===== config.mk =====
export PLATFORM = sky130hd
export DESIGN_NAME = lpsc_ctrl
export DESIGN_NICKNAME = d
export VERILOG_FILES = /design/src/core/lpsc_pkg.sv /design/src/core/lpsc_step_if.sv /design/src/core/lpsc_ratio_vid.sv /design/src/core/lpsc_ctrl.sv
export SDC_FILE = /design/constraint.sdc
export NUM_CORES = 1
export LEC_CHECK = 0
export ABC_AREA = 0
export BUFFER_PORTS_ARGS = -buffer_cell sky130_fd_sc_hd__clkbuf_2
export CAP_MARGIN = 5
export CORE_MARGIN = 4
export CORE_UTILIZATION = 52
export CTS_BUF_LIST = sky130_fd_sc_hd__clkbuf_8 sky130_fd_sc_hd__clkbuf_16
export DETAILED_ROUTE_END_ITERATION = 10
export GPL_TIMING_DRIVEN = 0
export PLACE_DENSITY = 0.76
export SETUP_SLACK_MARGIN = 0.3
export SYNTH_ARGS = -nofsm -noshare
export SYNTH_HDL_FRONTEND = slang
export SYNTH_HIERARCHICAL = 1
export SYNTH_SLANG_ARGS = --single-unit

===== constraint.sdc =====
create_clock -name i_clk_sys -period 2.5 [get_ports i_clk_sys]
set_input_delay 0.125 -clock i_clk_sys [delete_from_list [all_inputs] [get_ports i_clk_sys]]
set_output_delay 0.125 -clock i_clk_sys [all_outputs]
set_load 0.02 [all_outputs]

===== src/core/lpsc_pkg.sv =====
// Purpose: constants and types of the low power state controller
// Assumes: 100 MHz bus clock, two logical cores sharing one stop-clock request
// Notes: pin and event vectors are kept active high inside the block
package lpsc_pkg;

	// ********************************
	// Sizes and timing
	// ********************************
	localparam int NUM_LCORE = 2;
	localparam int CLK_PERIOD_NS = 10;
	localparam int SG_DELAY_CYC = 20;
	localparam int STEP_SETTLE_NS = 100;
	localparam int STEP_SETTLE_CYC = (STEP_SETTLE_NS + CLK_PERIOD_NS - 1) / CLK_PERIOD_NS;
	localparam logic [4:0] SG_WAIT_LAST = 5'(SG_DELAY_CYC - 2);
	localparam logic [4:0] STEP_CNT_LAST = 5'(STEP_SETTLE_CYC - 1);
	localparam logic [0:0] SBC_IDX_LAST = 1'(NUM_LCORE - 1);

	// ********************************
	// Pin and event positions
	// ********************************
	localparam int NUM_PINS = 7;
	localparam int PIN_STOP = 0;
	localparam int PIN_SMI = 1;
	localparam int PIN_LINT1 = 5;
	localparam int PIN_RESET = 6;
	localparam int NUM_EV = 6;
	localparam int EV_BUS_INIT_ERROR_N = 1;

	// ********************************
	// Voltage codes and reset values
	// ********************************
	localparam logic [5:0] VID_NOM_CODE = 6'h0e;
	localparam logic [5:0] VID_LOW_CODE = 6'h1c;
	localparam logic EHALT_EN_RESET = 1'b1;

	typedef enum logic [10:0] {
		ST_NORMAL = 11'h001,
		ST_SBC_ISSUE = 11'h002,
		ST_SBC_WAIT = 11'h004,
		ST_STOP_GRANT = 11'h008,
		ST_GRANT_SNOOP = 11'h010,
		ST_HALT = 11'h020,
		ST_HALT_SNOOP = 11'h040,
		ST_EH_ENTER = 11'h080,
		ST_EHALT = 11'h100,
		ST_EH_SNOOP = 11'h200,
		ST_EH_EXIT = 11'h400
	} lpsc_state_type;

	typedef enum logic [4:0] {
		PH_IDLE = 5'h01,
		PH_RATIO_DN = 5'h02,
		PH_VID_DN = 5'h04,
		PH_VID_UP = 5'h08,
		PH_RATIO_UP = 5'h10
	} lpsc_phase_type;

endpackage


===== src/core/lpsc_step_if.sv =====
// Purpose: handshake between the state controller and the ratio/voltage stepper
// Assumes: one clock domain
// Notes: go is a one-cycle pulse, done answers it once the step has settled
`timescale 1ns/1ps
interface lpsc_step_if;
	logic go;
	logic raise;
	logic done;
	logic ratio_low;
	logic vid_low;

	modport ctrl (output go, output raise, input done, input ratio_low, input vid_low);
	modport step (input go, input raise, output done, output ratio_low, output vid_low);
endinterface


===== src/core/lpsc_ratio_vid.sv =====
// Purpose: orders core ratio and voltage changes around Enhanced HALT
// Assumes: settle time per step is STEP_SETTLE_CYC bus clocks
// Notes: going down moves the ratio first, going up moves the voltage first
`timescale 1ns/1ps
module lpsc_ratio_vid
	import lpsc_pkg::*;
(
	input wire logic i_clk_sys,
	input wire logic i_srst,
	lpsc_step_if.step step
);

	typedef struct packed {
		lpsc_phase_type phase;
		logic [4:0] cnt;
		logic ratio_low;
		logic vid_low;
		logic done;
	} lpsc_step_state_type;

	localparam lpsc_step_state_type STEP_RESET = '{PH_IDLE, 5'h00, 1'b0, 1'b0, 1'b0};

	lpsc_step_state_type q;
	lpsc_step_state_type next_q;

	// ********************************
	// Step sequencer
	// ********************************
	always_comb begin
		next_q = q;
		next_q.done = 1'b0;
		next_q.cnt = q.cnt + 5'h01;
		unique case (q.phase)
			PH_IDLE: begin
				next_q.cnt = 5'h00;
				if (step.go && !step.raise) begin
					next_q.ratio_low = 1'b1;
					next_q.phase = PH_RATIO_DN;
				end else if (step.go) begin
					next_q.vid_low = 1'b0;
					next_q.phase = PH_VID_UP;
				end
			end
			PH_RATIO_DN: begin
				if (q.cnt == STEP_CNT_LAST) begin
					next_q.vid_low = 1'b1;
					next_q.cnt = 5'h00;
					next_q.phase = PH_VID_DN;
				end
			end
			PH_VID_UP: begin
				if (q.cnt == STEP_CNT_LAST) begin
					next_q.ratio_low = 1'b0;
					next_q.cnt = 5'h00;
					next_q.phase = PH_RATIO_UP;
				end
			end
			PH_VID_DN, PH_RATIO_UP: begin
				if (q.cnt == STEP_CNT_LAST) begin
					next_q.done = 1'b1;
					next_q.phase = PH_IDLE;
				end
			end
		endcase
	end

	always_ff @(posedge i_clk_sys) begin
		if (i_srst) begin
			q <= STEP_RESET;
		end else begin
			q <= next_q;
		end
	end

	assign step.done = q.done;
	assign step.ratio_low = q.ratio_low;
	assign step.vid_low = q.vid_low;
endmodule


===== src/core/lpsc_ctrl.sv =====
// Purpose: power state controller for Normal, HALT, Enhanced HALT and Stop-Grant
// Assumes: pins are asynchronous; bus strobes come from logic on the bus clock
// Notes: latched events are released as one service pulse on return to Normal
`timescale 1ns/1ps
module lpsc_ctrl
	import lpsc_pkg::*;
(
	input wire logic i_clk_sys,
	input wire logic i_srst,
	input wire logic i_stop_clock_request_n,
	input wire logic i_system_mgmt_irq_n,
	input wire logic i_bus_init_error_n,
	input wire logic i_soft_init_n,
	input wire logic [1:0] i_local_irq_pins,
	input wire logic i_core_reset_n,
	input wire logic [NUM_LCORE-1:0] i_core_halted,
	input wire logic i_at_min_ratio,
	input wire logic i_ehalt_cfg_we,
	input wire logic i_ehalt_cfg_val,
	input wire logic i_interrupt_enable_flag,
	input wire logic i_fsb_irq_msg,
	input wire logic i_bus_txn,
	input wire logic i_snoop_done,
	input wire logic i_sbc_resp,
	output logic o_special_bus_cycle_req,
	output logic [0:0] o_sbc_core,
	output logic [10:0] o_power_state,
	output logic o_core_clk_run,
	output logic o_pending_break_out_n,
	output logic [NUM_EV-1:0] o_event_service,
	output logic o_wake,
	output logic o_core_init,
	output logic o_core_ratio_low,
	output logic [5:0] o_voltage_id_code
);

	typedef struct packed {
		lpsc_state_type state;
		logic [NUM_PINS-1:0] s1;
		logic [NUM_PINS-1:0] s2;
		logic [NUM_PINS-1:0] s3;
		logic [NUM_EV-1:0] pending;
		logic [0:0] sbc_idx;
		logic [4:0] cnt;
		logic return_halt;
		logic ehalt_en;
		logic pbe_n;
		logic clk_run;
		logic [NUM_EV-1:0] svc;
		logic wake;
		logic core_init;
		logic step_go;
		logic step_raise;
	} lpsc_ctrl_state_type;

	localparam lpsc_ctrl_state_type CTRL_RESET = '{
		state: ST_NORMAL, s1: 7'h00, s2: 7'h00, s3: 7'h00, pending: 6'h00,
		sbc_idx: 1'h0, cnt: 5'h00, return_halt: 1'b0, ehalt_en: EHALT_EN_RESET,
		pbe_n: 1'b1, clk_run: 1'b1, svc: 6'h00, wake: 1'b0, core_init: 1'b0,
		step_go: 1'b0, step_raise: 1'b0
	};

	lpsc_ctrl_state_type q;
	lpsc_ctrl_state_type next_q;
	lpsc_step_if step_bus ();

	logic [NUM_PINS-1:0] pins_raw;
	logic [NUM_PINS-1:0] pin_edge;
	logic [NUM_EV-1:0] ev;
	logic stop_req;
	logic all_halted;
	logic any_ev;

	// Stop-Grant or its snoop sub-state
	function automatic logic in_grant(input lpsc_state_type s);
		in_grant = (s == ST_STOP_GRANT) || (s == ST_GRANT_SNOOP);
	endfunction

	// States in which break events are held instead of acted on at once
	function automatic logic holds_events(input lpsc_state_type s);
		holds_events = in_grant(s) || (s == ST_HALT_SNOOP) || (s == ST_EH_SNOOP)
			|| (s == ST_EH_ENTER) || (s == ST_EH_EXIT);
	endfunction

	function automatic logic clk_running(input lpsc_state_type s);
		clk_running = (s == ST_NORMAL) || (s == ST_SBC_ISSUE) || (s == ST_SBC_WAIT)
			|| (s == ST_EH_ENTER) || (s == ST_EH_EXIT);
	endfunction

	// ********************************
	// Pin conditioning
	// ********************************
	assign pins_raw = {~i_core_reset_n, i_local_irq_pins, ~i_soft_init_n,
		~i_bus_init_error_n, ~i_system_mgmt_irq_n, ~i_stop_clock_request_n};
	assign pin_edge = q.s2 & ~q.s3;
	assign stop_req = q.s2[PIN_STOP];
	assign ev = {i_fsb_irq_msg, pin_edge[PIN_LINT1:PIN_SMI]};
	assign any_ev = |ev;
	assign all_halted = &i_core_halted;

	// ********************************
	// State machine
	// ********************************
	always_comb begin
		next_q = q;
		next_q.s1 = pins_raw;
		next_q.s2 = q.s1;
		next_q.s3 = q.s2;
		next_q.svc = '0;
		next_q.wake = 1'b0;
		next_q.core_init = 1'b0;
		next_q.step_go = 1'b0;
		if (i_ehalt_cfg_we) begin
			next_q.ehalt_en = i_ehalt_cfg_val;
		end
		if (holds_events(q.state)) begin
			next_q.pending = q.pending | ev;
		end
		unique case (q.state)
			ST_NORMAL: begin
				if (stop_req) begin
					next_q.return_halt = 1'b0;
					next_q.sbc_idx = 1'h0;
					next_q.state = ST_SBC_ISSUE;
				end else if (all_halted && q.ehalt_en && !i_at_min_ratio) begin
					next_q.step_go = 1'b1;
					next_q.step_raise = 1'b0;
					next_q.state = ST_EH_ENTER;
				end else if (all_halted) begin
					next_q.state = ST_HALT;
				end
			end
			ST_SBC_ISSUE: begin
				if (i_sbc_resp && q.sbc_idx == SBC_IDX_LAST) begin
					next_q.cnt = 5'h00;
					next_q.state = ST_SBC_WAIT;
				end else if (i_sbc_resp) begin
					next_q.sbc_idx = q.sbc_idx + 1'h1;
				end
			end
			ST_SBC_WAIT: begin
				next_q.cnt = q.cnt + 5'h01;
				if (q.cnt == SG_WAIT_LAST) begin
					next_q.state = ST_STOP_GRANT;
				end
			end
			ST_STOP_GRANT: begin
				if (!stop_req && q.return_halt && !(|next_q.pending)) begin
					next_q.state = ST_HALT;
				end else if (!stop_req) begin
					next_q.state = ST_NORMAL;
				end else if (i_bus_txn) begin
					next_q.state = ST_GRANT_SNOOP;
				end
			end
			ST_GRANT_SNOOP: begin
				if (i_snoop_done || i_fsb_irq_msg) begin
					next_q.state = ST_STOP_GRANT;
				end
			end
			ST_HALT: begin
				if (stop_req) begin
					next_q.return_halt = 1'b1;
					next_q.sbc_idx = 1'h0;
					next_q.state = ST_SBC_ISSUE;
				end else if (any_ev || (|q.pending)) begin
					next_q.state = ST_NORMAL;
				end else if (i_bus_txn) begin
					next_q.state = ST_HALT_SNOOP;
				end
			end
			ST_HALT_SNOOP: begin
				if (i_snoop_done || i_fsb_irq_msg) begin
					next_q.state = ST_HALT;
				end
			end
			ST_EH_ENTER: begin
				if (step_bus.done) begin
					next_q.state = ST_EHALT;
				end
			end
			ST_EHALT: begin
				if (stop_req || any_ev || (|q.pending)) begin
					next_q.step_go = 1'b1;
					next_q.step_raise = 1'b1;
					next_q.pending = q.pending | ev;
					next_q.state = ST_EH_EXIT;
				end else if (i_bus_txn) begin
					next_q.state = ST_EH_SNOOP;
				end
			end
			ST_EH_SNOOP: begin
				if (i_snoop_done || i_fsb_irq_msg) begin
					next_q.state = ST_EHALT;
				end
			end
			ST_EH_EXIT: begin
				if (step_bus.done) begin
					next_q.state = ST_NORMAL;
				end
			end
		endcase
		// A core reset in Stop-Grant initialises without leaving the state
		if (pin_edge[PIN_RESET]) begin
			next_q.core_init = 1'b1;
			if (q.state == ST_HALT || q.state == ST_HALT_SNOOP) begin
				next_q.state = ST_NORMAL;
			end
		end
		if (next_q.state == ST_NORMAL && q.state != ST_NORMAL) begin
			next_q.svc = next_q.pending | ev;
			next_q.pending = '0;
			next_q.wake = 1'b1;
		end
		// Masked interrupts count as pending as well
		next_q.pbe_n = !(in_grant(next_q.state) && (|next_q.pending));
		next_q.clk_run = clk_running(next_q.state);
	end

	always_ff @(posedge i_clk_sys) begin
		if (i_srst) begin
			q <= CTRL_RESET;
		end else begin
			q <= next_q;
		end
	end

	// ********************************
	// Stepper and outputs
	// ********************************
	assign step_bus.go = q.step_go;
	assign step_bus.raise = q.step_raise;

	lpsc_ratio_vid u_ratio_vid (
		.i_clk_sys(i_clk_sys),
		.i_srst(i_srst),
		.step(step_bus)
	);

	assign o_special_bus_cycle_req = (q.state == ST_SBC_ISSUE);
	assign o_sbc_core = q.sbc_idx;
	assign o_power_state = q.state;
	assign o_core_clk_run = q.clk_run;
	assign o_pending_break_out_n = q.pbe_n;
	assign o_event_service = q.svc;
	assign o_wake = q.wake;
	assign o_core_init = q.core_init;
	assign o_core_ratio_low = step_bus.ratio_low;
	assign o_voltage_id_code = step_bus.vid_low ? VID_LOW_CODE : VID_NOM_CODE;
endmodule


==> run_results.csv <==
group,metric,value,unit
die,initial_utilization,53.6,%
timing,fin_setup_tns,-3110,ps
power_and_ir_drop,power.static_leakage,2.04,nW
cells_and_area,syn_to_layout_area_delta,33.8,%
timing,timing.fmax,352,MHz
power_and_ir_drop,internal_power,1.94,mW
logic_synthesis,yosys_register_bits,70,
clocking,tritoncts,"done",
cells_and_area,mostFrequentLayoutCells,"dfxtp_1 (61), nor2_1 (45), clkbuf_2 (45), buf_4 (41), nand2_1 (29)",
route,drc,0,
setup_path,reg2reg_end,"o_event_service[1]$_SDFF_PP0_",
cells_and_area,layoutNonFillerInstCount,623,
clocking,ctsHtreeMaxLevel,3,
logic_synthesis,asyncSetResetFlopFracSynth,0,%
logic_synthesis,yosysWarningCount,6,
setup_path,worstRegToRegCells,10,
die,die_width,91.7,um
timing,slew-limit-headroom,53.8,%
cells_and_area,drive_gt1_share,36.1,%
grt,grt_first_pass_wirelength,16300,um
setup_path,crit_path_launch_type,"flip-flop",
route,vias_per_cell,5.55,
timing,clock_skew,13.2,ps
cells_and_area,design.final.nets,545,
placement,globalplace.congestion,0.965,
setup_path,rrSetupSlack,-340,ps
logic_synthesis,synthesis.area,3640,um^2
timing,final.min_clock_period,2840,ps
route,postRouteWirelength,10100,um
placement,placed_cells_incl_taps,572,
power_and_ir_drop,comb_power_share,17.5,%
flow_run,count_of_maximum_capacitance_violations,0,
setup_path,timing.setup.critical_path_class,"flip-flop to flip-flop",
timing,post-route-period-util,114,%
min_path,timing.hold.worst.start,"i_sbc_resp",
route,vias,3460,
setup_path,critPathCaptureType,"flip-flop",
power_and_ir_drop,power.density,560,nW/um^2
clocking,tritoncts.num_buffers,9,
status,run_status,"finished with violations",
power_and_ir_drop,netSwitchingFraction,28.9,%
cells_and_area,mostFrequentLayoutCell,"dfxtp_1",
timing,max_slew.worst_pin.slew,692,ps
min_path,min-delay-path-class,"input port to flip-flop",
grt,globalRoute.totalOverflow,0,
grt,grtUsageTotal,24.5,%
timing,report.final.slew_viol_count,0,
logic_synthesis,syn_avg_cell_area,8.45,um^2
route,drt_pass1_iterations,4,
logic_synthesis,synth.lib_cells_used.distinct,71,
route,drt-wirelength-per-cell,16.2,um
power_and_ir_drop,power.net_switching,790,uW
setup_path,reg2reg_from,"o_power_state[3]$_SDFF_PP0_",
cells_and_area,post_route_cell_area,4870,um^2
logic_synthesis,synth_sequential_area_ratio,38.5,%
clocking,clock_latency_reported_for_the_late_side_of_the_worst_skew_pair,350,ps
setup_path,path_max_fanout,9,
setup_path,critPathRequiredTime,2780,ps
die,top_level_ports,49,
power_and_ir_drop,pwr-share-seq,43.4,%
placement,post-dp-hpwl,7050,um
status,failed_checks,"negative setup slack",
die,core_area,6790,um^2
die,die-area,8400,um^2
clocking,root_cell_of_the_clock_tree,"clkbuf_8",
timing,fin_hold_viols,0,
cells_and_area,filler_cell_count,529,
setup_path,timing.critical_path.arrival,3120,ps
timing,setup_ws,-338,ps
logic_synthesis,synth_top_flop_cell,"dfxtp_1",
clocking,clock_tree.buffer_depth,2,
placement,placedInstanceArea,4100,um^2
power_and_ir_drop,maximum_vdd_drop,0.506,mV
clocking,cts.reportedPaths.clkPinSlew,80,ps
min_path,hold_end,"o_sbc_core$_SDFFE_PP0P_",
grt,first_global_vias,3345,
min_path,min_delay_path_depth,3,
route,postRouteAntennaNets,0,
route,drt_first_iter_violations,225,
grt,pin_count_of_the_biggest_net_entering_global_routing,15,
logic_synthesis,post_synth_edffs,0,
timing,grt_setup_unrepaired,"yes",
power_and_ir_drop,pwr-share-clk,39.1,%
die,placement_rows,30,
logic_synthesis,syn_inst,431,
die,die_h,91.7,um
grt,grt_antenna_before_repair,0,
cells_and_area,antenna_cells_inserted,0,
clocking,cts_num_sinks,70,
placement,port_buffers,43,
timing,finalSetupViolCount,16,
-- sequential cells by signal, indices dropped and copies added, names as in the netlist --
| signal | count |
|---|---|
| o_event_service | 6 |
| o_sbc_core | 1 |
| o_core_clk_run | 1 |
| step_bus.go | 1 |
| u_ratio_vid/q | 10 |
| u_ratio_vid/step.vid_low | 1 |
| u_ratio_vid/step.ratio_low | 1 |
| o_pending_break_out_n | 1 |
| o_wake | 1 |
| next_q | 14 |
| step_bus.raise | 1 |
| q | 19 |
| o_core_init | 1 |
| o_power_state | 11 |
| u_ratio_vid/step.done | 1 |
-- final cells by class --
class	instances	area, um^2	area share [%]
sequential	70	1410	29.0
tap	96	120	2.47
clock buffer	9	124	2.54
inverter	13	48.8	1.00
clock inverter	7	105	2.16
multi-input combinational	307	2180	44.7
buffer	43	352	7.22
timing repair buffer	78	531	10.9
-- how the worst max path moves through the flow --
stage / from / end / depth (start not counted)
5_1_grt: o_power_state[0]$_SDFF_PP1_ / o_event_service[1]$_SDFF_PP0_ / 11
4_1_cts: o_power_state[6]$_SDFF_PP0_ / o_event_service[1]$_SDFF_PP0_ / 11
6_report: o_power_state[3]$_SDFF_PP0_ / o_event_service[1]$_SDFF_PP0_ / 10
3_5_place_dp: o_power_state[6]$_SDFF_PP0_ / o_event_service[4]$_SDFF_PP0_ / 10
2_1_floorplan: o_power_state[4]$_SDFF_PP0_ / o_event_service[0]$_SDFF_PP0_ / 9
3_3_place_gp: o_power_state[5]$_SDFF_PP0_ / o_event_service[4]$_SDFF_PP0_ / 9
-- per-stage QoR --
step / power [mW] / utilization (%) / setup slack (ps) / hold slack, ps
after detailed placement: 1.59 / 60.3 / -483 / 281
after floorplan: 1.49 / - / 30.6 / 192
after global routing: 2.83 / 71.7 / -474 / 121
after global placement: 1.59 / 60.3 / -448 / 276
final: 2.73 / 71.7 / -338 / 101
after CTS: 2.71 / 69.7 / -335 / 75.0
-- kinds of logic after synthesis --
group                    Yosys count  share of synthesized area [%]
flip-flops                        70                           38.5
other                              2                          0.206
AND/OR/NAND/NOR                  206                           32.0
AO/OA/AOI/OAI                     73                           14.2
multiplexers                       4                           1.24
buffers and inverters             56                           8.66
adder cells (fa/ha/maj)            4                           1.37
XOR/XNOR                          16                           3.85
-- layer usage --
layer | global-route usage, % | wire (um) | vias to the layer above
met3 | 3.45 | 529 | 19
met4 | 9.80 | 202 | 0
met1 | 31.4 | 4420 | 1631
li1 | - | - | 1678
met5 | 0 | 0 | -
met2 | 41.4 | 4930 | 132
-- cell usage after synthesis (all sizes together) (2+ instances only) --
cell type	number	area [um^2]
a211o	2	17.5
a211oi	2	27.5
a21o	2	15.0
a21oi	26	130
a31oi	2	12.5
and2	6	37.5
and3	7	43.8
buf	31	220
clkbuf	12	46.3
conb	2	7.51
dfxtp	70	1400
ha	4	50.1
inv	13	48.8
mux2i	3	30.0
nand2	32	125
nand2b	3	18.8
nand3	11	55.1
nand3b	5	37.5
nand4	9	71.3
nand4bb	2	22.5
nor2	53	199
nor2b	24	150
nor3	22	140
nor3b	3	22.5
nor4	9	77.6
nor4b	5	56.3
o2111ai	3	26.3
o211ai	5	37.5
o21ai	11	55.1
o22ai	2	12.5
o311ai	2	17.5
o32ai	2	17.5
or2	4	25.0
or3	4	25.0
or4	3	22.5
xnor2	6	52.6
xor2	10	87.6
-- what timing repair did --
item                                    CTS  global route
endpoints found under the setup margin   31            31
pin swaps                                17            17
hold buffers                              9             0
buffers inserted                         21             5
endpoints found under the hold margin     8             0
gates resized for setup                  45            23
-- power groups by stage --
stage               logic, mW  clock network (mW)  registers (mW)
floorplan               0.281                   0            1.21
global placement        0.383                   0            1.21
detailed placement      0.383                   0            1.21
CTS                     0.446                1.08            1.18
global route            0.513                1.13            1.19
finish                  0.478                1.07            1.19
-- worst max-delay path, stage by stage, from the launching register on --
cell and delay, ps:
dfxtp_1 320, buf_6 140, nor3_2 440, and3_1 240, o21a_2 250, nor4b_4 120, or3_4 390, a22o_1 230
a211oi_4 220, nand4_4 220, nor3_2 190
No activity file was read; power rests on OpenSTA's default activity.
